## src/design/arf_params.svh

```systemverilog
`ifndef ARF_PARAMS_SVH
`define ARF_PARAMS_SVH

// Register offsets on the plain register port
`define ARF_OFS_CHAN_GO 8'h00
`define ARF_OFS_FMT_REF 8'h01
`define ARF_OFS_RES_HI 8'h02
`define ARF_OFS_RES_LO 8'h03

// Field positions in converter_channel_and_go
`define ARF_POWER_BIT 0
`define ARF_GO_BIT 1
`define ARF_CHAN_LSB 2
`define ARF_CHAN_MSB 6

// Field positions in converter_format_and_reference
`define ARF_FMT_BIT 7
`define ARF_CLKSEL_LSB 4
`define ARF_CLKSEL_MSB 6
`define ARF_NREF_BIT 2
`define ARF_PREF_LSB 0
`define ARF_PREF_MSB 1

// Reset values
`define ARF_RST_BYTE 8'h00
`define ARF_RST_RESULT 10'h000

// Result width: 1,024 codes
`define ARF_RES_W 10

// Acquisition interval, least time, rounded up to whole cycles
`define ARF_CLK_PERIOD_PS 100000
`define ARF_ACQ_TIME_PS 7450000
`define ARF_ACQ_CYCLES \
  ((`ARF_ACQ_TIME_PS + `ARF_CLK_PERIOD_PS - 1) / `ARF_CLK_PERIOD_PS)
`define ARF_ACQ_W 7

`endif

```

## src/design/arf_pkg.sv

```systemverilog
`default_nettype none
package arf_pkg;

  // Converter sequencing states
  typedef enum logic [0:0] {
    ARF_IDLE,
    ARF_CONVERT
  } arf_state_t;

  // Settings passed to the analog converter
  typedef struct packed {
    logic [4:0] channel_select;
    logic converter_power_on;
    logic [2:0] conversion_clock_select;
    logic negative_reference_select;
    logic [1:0] positive_reference_select;
  } arf_cfg_t;

endpackage : arf_pkg
`default_nettype wire

```

## src/design/arf_top.sv

```systemverilog
// Function
// [RL1] Format 0: result bits 9..2 go to high byte bits 7..0.
// [RL2] Format 0: result bits 1..0 go to low byte bits 7..6.
// [RL3] Format 1: result bits 9..8 go to high byte bits 1..0.
// [RL4] Format 1: result bits 7..0 go to low byte bits 7..0.
// [RL5] Software ignores reserved result bits and writes nothing meaningful there.
// [RL6] A full acquisition interval passes after channel selection before converting.
// [RL7] Result has 1,024 codes, ten bits split over two bytes.
// [RL8] Sample hold capacitor is never discharged after a conversion.
// [RL9] Both result bytes update together, then hold until next result or write.
//
// The register offsets and the plain strobed port were left to the implementer.
`timescale 1ns/100ps
`default_nettype none
`include "arf_params.svh"

module arf_top (
  input wire logic CLK,
  input wire logic RESETN,
  input wire logic [7:0] ADDR,
  input wire logic [7:0] WDATA,
  input wire logic WR,
  input wire logic RD,
  output logic [7:0] RDATA,
  input wire logic CONV_DONE,
  input wire logic [`ARF_RES_W-1:0] CONV_RESULT,
  output logic CONV_START,
  output logic SAMPLE_TRACK,
  output logic DONE_PULSE,
  output arf_pkg::arf_cfg_t CFG
);
  import arf_pkg::*;

  localparam logic [`ARF_ACQ_W-1:0] ACQ_CYCLES = `ARF_ACQ_W'(`ARF_ACQ_CYCLES);

  // Pack a ten-bit result into the two result bytes
  function automatic logic [15:0] pack_result(
    input logic fmt,
    input logic [`ARF_RES_W-1:0] res
  );
    logic [15:0] v;
    if (fmt) begin
      v = {6'h00, res[9:8], res[7:0]}; // [RL3] [RL4]
    end else begin
      v = {res[9:2], res[1:0], 6'h00}; // [RL1] [RL2]
    end
    return v;
  endfunction

  // Write strobe aimed at one register offset
  function automatic logic wr_hit(
    input logic we,
    input logic [7:0] addr,
    input logic [7:0] ofs
  );
    return we && (addr == ofs);
  endfunction

  logic [4:0] chan_q, chan_d;
  logic on_q, on_d;
  logic go_q, go_d;
  logic fmt_q, fmt_d;
  logic [2:0] cs_q, cs_d;
  logic nref_q, nref_d;
  logic [1:0] pref_q, pref_d;
  logic [7:0] hi_q, hi_d;
  logic [7:0] lo_q, lo_d;
  logic [`ARF_ACQ_W-1:0] acq_q, acq_d;
  arf_state_t state_q, state_d;
  logic start_q, start_d;
  logic done_q, done_d;
  logic [7:0] rdata_q, rdata_d;
  logic wr_chan, wr_fmt, acq_ok, restart_acq;
  logic [4:0] new_chan;
  logic new_on;

  // Write decodes
  assign wr_chan = wr_hit(WR, ADDR, `ARF_OFS_CHAN_GO);
  assign wr_fmt = wr_hit(WR, ADDR, `ARF_OFS_FMT_REF);
  assign new_chan = WDATA[`ARF_CHAN_MSB:`ARF_CHAN_LSB];
  assign new_on = WDATA[`ARF_POWER_BIT];
  // Interval reached; counter holds there until restarted
  assign acq_ok = (acq_q == ACQ_CYCLES);

  // Channel change or power-up restarts the acquisition interval
  assign restart_acq = wr_chan && ((new_chan != chan_q) || (new_on && !on_q));

  // Control, sequencing and result next-state
  always_comb begin
    // Hold every register except the start and done pulses, which default low, unless something below changes it
    chan_d = chan_q;
    on_d = on_q;
    go_d = go_q;
    fmt_d = fmt_q;
    cs_d = cs_q;
    nref_d = nref_q;
    pref_d = pref_q;
    hi_d = hi_q;
    lo_d = lo_q;
    acq_d = acq_q;
    state_d = state_q;
    start_d = 1'b0;
    done_d = 1'b0;

    // Acquisition counter, saturating at the interval
    if (!on_q || restart_acq) begin
      acq_d = '0; // [RL6]
    end else if (state_q == ARF_IDLE && !acq_ok) begin
      acq_d = acq_q + `ARF_ACQ_W'(1);
    end

    // Software writes to result bytes; reserved bits stored as written
    if (wr_hit(WR, ADDR, `ARF_OFS_RES_HI)) begin
      hi_d = WDATA; // [RL9]
    end
    if (wr_hit(WR, ADDR, `ARF_OFS_RES_LO)) begin
      lo_d = WDATA; // [RL9]
    end

    // Conversion sequencing
    unique case (state_q)
      ARF_IDLE: begin
        // Start only once the held sample has settled
        if (go_q && on_q && acq_ok && !restart_acq) begin // [RL6]
          state_d = ARF_CONVERT;
          start_d = 1'b1;
        end
      end
      ARF_CONVERT: begin
        // Power loss abandons the conversion
        if (!on_q) begin
          state_d = ARF_IDLE;
          go_d = 1'b0;
        end else if (CONV_DONE) begin
          // Both bytes land in one edge; beats a same-cycle software write
          {hi_d, lo_d} = pack_result(fmt_q, CONV_RESULT); // [RL7] [RL9]
          go_d = 1'b0;
          done_d = 1'b1;
          state_d = ARF_IDLE;
          acq_d = '0;
        end
      end
    endcase

    // Software write last, so a set of go beats the hardware clear
    if (wr_chan) begin
      chan_d = new_chan;
      on_d = new_on;
      go_d = WDATA[`ARF_GO_BIT];
      if (!WDATA[`ARF_GO_BIT] && state_q == ARF_CONVERT) begin
        state_d = ARF_IDLE; // Abort leaves results untouched unless CONV_DONE comes in the same cycle
      end
    end
    // Format and reference settings; bit 3 is not stored
    if (wr_fmt) begin
      fmt_d = WDATA[`ARF_FMT_BIT];
      cs_d = WDATA[`ARF_CLKSEL_MSB:`ARF_CLKSEL_LSB];
      nref_d = WDATA[`ARF_NREF_BIT];
      pref_d = WDATA[`ARF_PREF_MSB:`ARF_PREF_LSB];
    end
  end

  // Read mux, data valid the cycle after the strobe
  always_comb begin
    rdata_d = 8'h00;
    if (RD) begin
      // Exact decode; no aliasing of unmapped offsets
      unique case (ADDR)
        `ARF_OFS_CHAN_GO: rdata_d = {1'b0, chan_q, go_q, on_q};
        `ARF_OFS_FMT_REF: rdata_d = {fmt_q, cs_q, 1'b0, nref_q, pref_q};
        `ARF_OFS_RES_HI: rdata_d = hi_q; // [RL5]
        `ARF_OFS_RES_LO: rdata_d = lo_q; // [RL5]
        default: rdata_d = 8'h00; // Unmapped reads as zero
      endcase
    end
  end

  // Register stage
  always_ff @(posedge CLK or negedge RESETN) begin
    if (!RESETN) begin
      chan_q <= 5'h00;
      on_q <= 1'b0;
      go_q <= 1'b0;
      fmt_q <= 1'b0;
      cs_q <= 3'h0;
      nref_q <= 1'b0;
      pref_q <= 2'h0;
      // Results clear to zero; software must not count on it
      {hi_q, lo_q} <= 16'h0000;
      acq_q <= '0;
      state_q <= ARF_IDLE;
      start_q <= 1'b0;
      done_q <= 1'b0;
      rdata_q <= `ARF_RST_BYTE;
    end else begin
      chan_q <= chan_d;
      on_q <= on_d;
      go_q <= go_d;
      fmt_q <= fmt_d;
      cs_q <= cs_d;
      nref_q <= nref_d;
      pref_q <= pref_d;
      hi_q <= hi_d;
      lo_q <= lo_d;
      acq_q <= acq_d;
      state_q <= state_d;
      start_q <= start_d;
      done_q <= done_d;
      rdata_q <= rdata_d;
    end
  end

  // Outputs; no discharge control exists, the held charge carries over
  assign SAMPLE_TRACK = on_q && (state_q == ARF_IDLE); // [RL8]
  assign CONV_START = start_q;
  assign DONE_PULSE = done_q;
  assign RDATA = rdata_q;
  // Converter settings leave as one packed word
  assign CFG = '{channel_select: chan_q, converter_power_on: on_q,
                 conversion_clock_select: cs_q,
                 negative_reference_select: nref_q,
                 positive_reference_select: pref_q};

endmodule // arf_top
`default_nettype wire

```

## config.mk

```make
export PLATFORM = sky130hd
export DESIGN_NAME = arf_top
export DESIGN_NICKNAME = d
export VERILOG_FILES = /design/src/design/arf_pkg.sv /design/src/design/arf_top.sv
export VERILOG_INCLUDE_DIRS = /design/src /design/src/design
export SDC_FILE = /design/constraint.sdc
export NUM_CORES = 1
export LEC_CHECK = 0
export ABC_AREA = 1
export BUFFER_PORTS_ARGS = -buffer_cell sky130_fd_sc_hd__clkbuf_2
export CELL_PAD_IN_SITES_DETAIL_PLACEMENT = 0
export CELL_PAD_IN_SITES_GLOBAL_PLACEMENT = 1
export CORE_MARGIN = 3
export CORE_UTILIZATION = 42
export DETAILED_ROUTE_END_ITERATION = 7
export GPL_ROUTABILITY_DRIVEN = 0
export MAX_ROUTING_LAYER = met4
export PLACE_DENSITY_LB_ADDON = 0.1
export SETUP_SLACK_MARGIN = 0.3
export SLEW_MARGIN = 25
export SYNTH_ARGS = -nofsm -noshare
export SYNTH_HDL_FRONTEND = slang
export SYNTH_SLANG_ARGS = --single-unit
```

## constraint.sdc

```tcl
create_clock -name CLK -period 4.4 [get_ports CLK]
set_clock_uncertainty 0.15 [all_clocks]
set_input_delay 0.44 -clock CLK [delete_from_list [all_inputs] [get_ports CLK]]
set_output_delay 0.44 -clock CLK [all_outputs]
set_load 0.05 [all_outputs]
```

== Yosys cells after proc, flatten, opt, wreduce, memory -nomap -nowiden ==
Cells that the tools add are included.

* Bits in registers: 48
* Input bits: 31
* Logic and storage cells: 73

* Add/subtract/negate cells: 1
* Eq/ne operators: 6
* Multiplexer cells: 30
* Bitwise gates (word level): 1
* Reductions and logical operators: 21

{| class="wikitable"
|+ Operator list
! kind !! number
|-
| $mux 8 || 9
|-
| $mux 7 || 5
|-
| $pmux 8 s4 || 1
|-
| $eq 8x2->1 const B || 2
|-
| $mux 16 || 1
|-
| $mux 1 || 13
|-
| $logic_and 1x1->1 || 12
|-
| $eq 8x1->1 const B || 1
|-
| $logic_not 8->1 || 1
|-
| $add 7x1->7 const B || 1
|-
| $eq 7x7->1 const B || 1
|-
| $ne 5x5->1 || 1
|-
| $logic_not 1->1 || 4
|-
| $ne 3x2->1 const B || 1
|-
| $logic_or 1x1->1 || 2
|-
| $pmux 1 s2 || 1
|-
| $reduce_and 2->1 || 1
|-
| $reduce_bool 2->1 || 1
|-
| $not 1->1 || 1
|}

== Logic depth before layout (Yosys ltp) ==
* Depth in word-level cells: 10
* Depth in mapped cells: 8
* Gate-level depth less buffers: 8

== Worst setup path after synthesis ==
OpenSTA, ideal clock, no wires.

* Path kind: flip-flop to output port
* From: register on_q
* To: output port SAMPLE_TRACK
* Arrival time: 1.131 ns
* Required time: 3.810 ns
* Path slack: 2.679 ns
* Cell stages (with the launch flop): 3
* Cells stage by stage: dfrtp_1 inv_1 nor2_1

* Word-level cells in the longest chain between the ends: 1

{| class="wikitable"
|+ RTL lines
! element !! line !! text
|-
| start: declaration || arf_top.sv:60 || <nowiki>logic on_q, on_d;</nowiki>
|-
| start signal: assignment || arf_top.sv:197 || <nowiki>on_q <= on_d;</nowiki>
|-
| $logic_and 1x1->1 || arf_top.sv:214 || <nowiki>assign SAMPLE_TRACK = on_q && (state_q == ARF_IDLE);</nowiki>
|-
| end: declaration || arf_top.sv:28 || <nowiki>output logic SAMPLE_TRACK,</nowiki>
|}

No other way between the ends.

== Final worst setup path ==
* From: register on_q
* To: register hi_q[1]

* Word-level cells in the longest chain between the ends: 2

{| class="wikitable"
|+ RTL lines
! element !! line !! text
|-
| $mux 8 || arf_top.sv:131 || <nowiki>if (!on_q) begin</nowiki>
|-
| $mux 8 || arf_top.sv:121 || <nowiki>unique case (state_q)</nowiki>
|-
| named net hi_d[1] || arf_top.sv:66 || <nowiki>logic [7:0] hi_q, hi_d;</nowiki>
|-
| end signal: assignment || arf_top.sv:203 || <nowiki>hi_q <= hi_d;</nowiki>
|-
| end: declaration || arf_top.sv:66 ||
|}

The timed path passes the listed nets, and every way through them passes these cells.
A chain may end at the register's enable or synchronous reset.

==> results_dict.tcl <==
set metrics [dict create \
    status "finished clean" \
    path_clk_slew_ps 90 \
    arrival_ps 1920 \
    cts_tree "done" \
    antenna_found_initial 0 \
    placed_area_sq_mm 0.00288 \
    worstMarginPinSlew_ps 616 \
    reg2reg_setup_slack_ps 2520 \
    hp-class "primary input to async pin" \
    cts_buffers 5 \
    n_antenna_cell 0 \
    die_y_um 84.0 \
    fp.dieW_um 84.0 \
    clock-sinks 48 \
    syn_avg_cell_area_sq_um 7.56 \
    startpoint "on_q" \
    dp_hpwl_um 4950 \
    r2r_start "on_q" \
    hold_viol 0 \
    rsz0062_at_grt "false" \
    finalPower_mw 0.851 \
    fin_crit_sh_pct 42.7 \
    port_buffers 53 \
    worstSkewPairLatency_ps 300 \
    setup_slack_ps 2520 \
    syn2layout_area_growth_pct 16.4 \
    grt_max_degree 49 \
    finalNonFillerCells 464 \
    grt_overflow_total 0 \
    fill_cells 593 \
    max_freq_ghz 0.532 \
    grt_pass1_vias 2158 \
    drtIter0Drc 158 \
    synth_cells 338 \
    slowest_stage "dfrtp_1" \
    drive_above_1_share_pct 20.2 \
    wire_per_inst_um 14.0 \
    fin_nets 424 \
    whs_ps 90.6 \
    final_util_pct 52.0 \
    relSlewSlack_pct 59.0 \
    crit_chain "nand3_2 > nor2_1 > nand2_1 > nand3_1 > inv_1" \
    startpoint_type "flop" \
    fin_crit_ps 1880 \
    cp.required_ps 4440 \
    cts_root_buf "clkbuf_8" \
    critPathCapture "hi_q[1]" \
    yosysUniqueCellTypes 30 \
    die_area_sq_mm 0.00705 \
    worst-path-max-fanout 15 \
    ys_seq_elements 48 \
    ir_drop_mv 0.141 \
    drv_cap 0 \
    regArea_sq_mm 0.00120 \
    final_cell_area_sq_mm 0.00297 \
    netlist.area_leader.share_pct 47.0 \
    maxSlewViolCount 0 \
    r2r-end "hi_q[1]" \
    pre_cts_ws_ps 2430 \
    syn-num-nets 370 \
    drtAntennaViolNets 0 \
    endpoint_kind "flop" \
    synth_top_cell_by_area "dfrtp_1" \
    ioPinCount 54 \
    finalSetupViolations 0 \
    grt_pass1_wl_um 10800 \
    fin_tns_setup_ps 0 \
    rows 27 \
    clock_path_buffers 2 \
    ctsResizeCount 0 \
    core_sq_mm 0.00571 \
    grtUsageTotal_pct 19.8 \
    post_cts_buffers 0 \
    seq_area_frac_synth_pct 47.0 \
    via_per_inst 4.96 \
    dp_cells 457 \
    syn-cell-area_sq_mm 0.00255 \
    htree_levels 2 \
    leakage_nw 1.56 \
    worstSetupPathType "flop to flop" \
    routed_wl_um 6510 \
    via_count 2300 \
    firstDrtPassIters 4 \
    synth.area.top_cells "dfrtp_1, nand2_1, inv_1" \
    ff2ff_path_depth 5 \
    multiInputGateArea_sq_mm 0.00114 \
    powerDensity_mw_per_mm2 286 \
    cts_hold_buf 0 \
    critPathMaxStageDelay_ps 520 \
    start_util_pct 44.7 \
    drc 0 \
    ys_warn_count 0 \
]
-- cells in the final DEF (no fill, tap or decap) --
cell	netlist	routed
nand2_2	4	4
nand4_2	1	1
or2_1	1	1
nand3_1	16	16
dfrtp_1	48	48
clkbuf_2	0	53
xnor2_1	1	1
o22ai_1	2	2
clkbuf_8	0	7
a21oi_1	17	17
nor2_1	34	34
ha_1	1	1
inv_2	4	4
or2_0	2	2
inv_1	41	41
nand4_1	6	6
nand2_1	91	91
o211ai_1	2	2
nand2_4	1	1
o21bai_1	1	1
and2_1	1	1
o21ai_1	16	16
buf_4	3	1
nor2_4	4	4
o21a_1	1	1
xor2_1	4	4
nor3_1	4	4
nand3_2	2	2
nor2_2	2	2
o21ai_0	24	24
-- cells by family after synthesis --
kind of cell	synth area share, %
AO/OA/AOI/OAI	12.8
XOR/XNOR	1.71
adder cells (fa/ha/maj)	0.490
buffers and inverters	8.23
flip-flops	47.0
AND/OR/NAND/NOR	29.7
-- cell type report --
class | instances | share of cell area (%)
Inverter | 45 | 5.68
Sequential cell | 48 | 40.4
Multi-Input combinational cell | 238 | 38.4
Timing Repair Buffer | 54 | 9.18
Clock buffer | 7 | 3.24
Tap cell | 72 | 3.03
-- worst min-delay path by stage --
stage	start	endpoint	cells past startpoint
floorplan	RESETN	CONV_START	0
global placement	cs_q[1]	cs_q[1]	2
detailed placement	cs_q[1]	cs_q[1]	2
CTS	RESETN	pref_q[1]	2
global route	RESETN	RDATA[3]	2
finish	RESETN	pref_q[1]	2
-- synth_stat cells --
cell type / instances
nand2_1: 91
dfrtp_1: 48
inv_1: 41
nor2_1: 34
o21ai_0: 24
a21oi_1: 17
nand3_1: 16
o21ai_1: 16
nand4_1: 6
inv_2: 4
nand2_2: 4
nor2_4: 4
nor3_1: 4
xor2_1: 4
buf_2: 3
buf_4: 3
nand3_2: 2
nor2_2: 2
o211ai_1: 2
o22ai_1: 2
or2_0: 2
and2_1: 1
clkbuf_1: 1
ha_1: 1
nand2_4: 1
nand4_2: 1
o21a_1: 1
o21bai_1: 1
or2_1: 1
xnor2_1: 1
-- flip-flops by register name, indices dropped and copies added, names as in the netlist --
| register | cells |
|---|---|
| acq_q | 7 |
| lo_q | 8 |
| go_q | 1 |
| DONE_PULSE | 1 |
| pref_q | 2 |
| RDATA | 8 |
| on_q | 1 |
| nref_q | 1 |
| hi_q | 8 |
| CONV_START | 1 |
| cs_q | 3 |
| state_q | 1 |
| fmt_q | 1 |
| chan_q | 5 |
-- worst max-delay path: cells and delay by family, from the launching register on --
kind / cells / cell delay, ps
AND/OR/NAND/NOR: 4 / 1060
flip-flops: 1 / 520
buffers and inverters: 1 / 40
-- report_power, final --
part / switching, mW / total, mW / internal (mW)
registers: 0.0125 / 0.469 / 0.456
clock network: 0.142 / 0.282 / 0.140
logic: 0.0703 / 0.0996 / 0.0292
-- layer usage --
metal	vias up	routed length (um)	global-route usage, %
li1	1183	-	-
met1	1052	3190	28.0
met2	58	2900	29.7
met3	7	364	4.05
met4	0	51	3.80
met5	-	0	-
No activity file was read; power rests on OpenSTA's default activity.
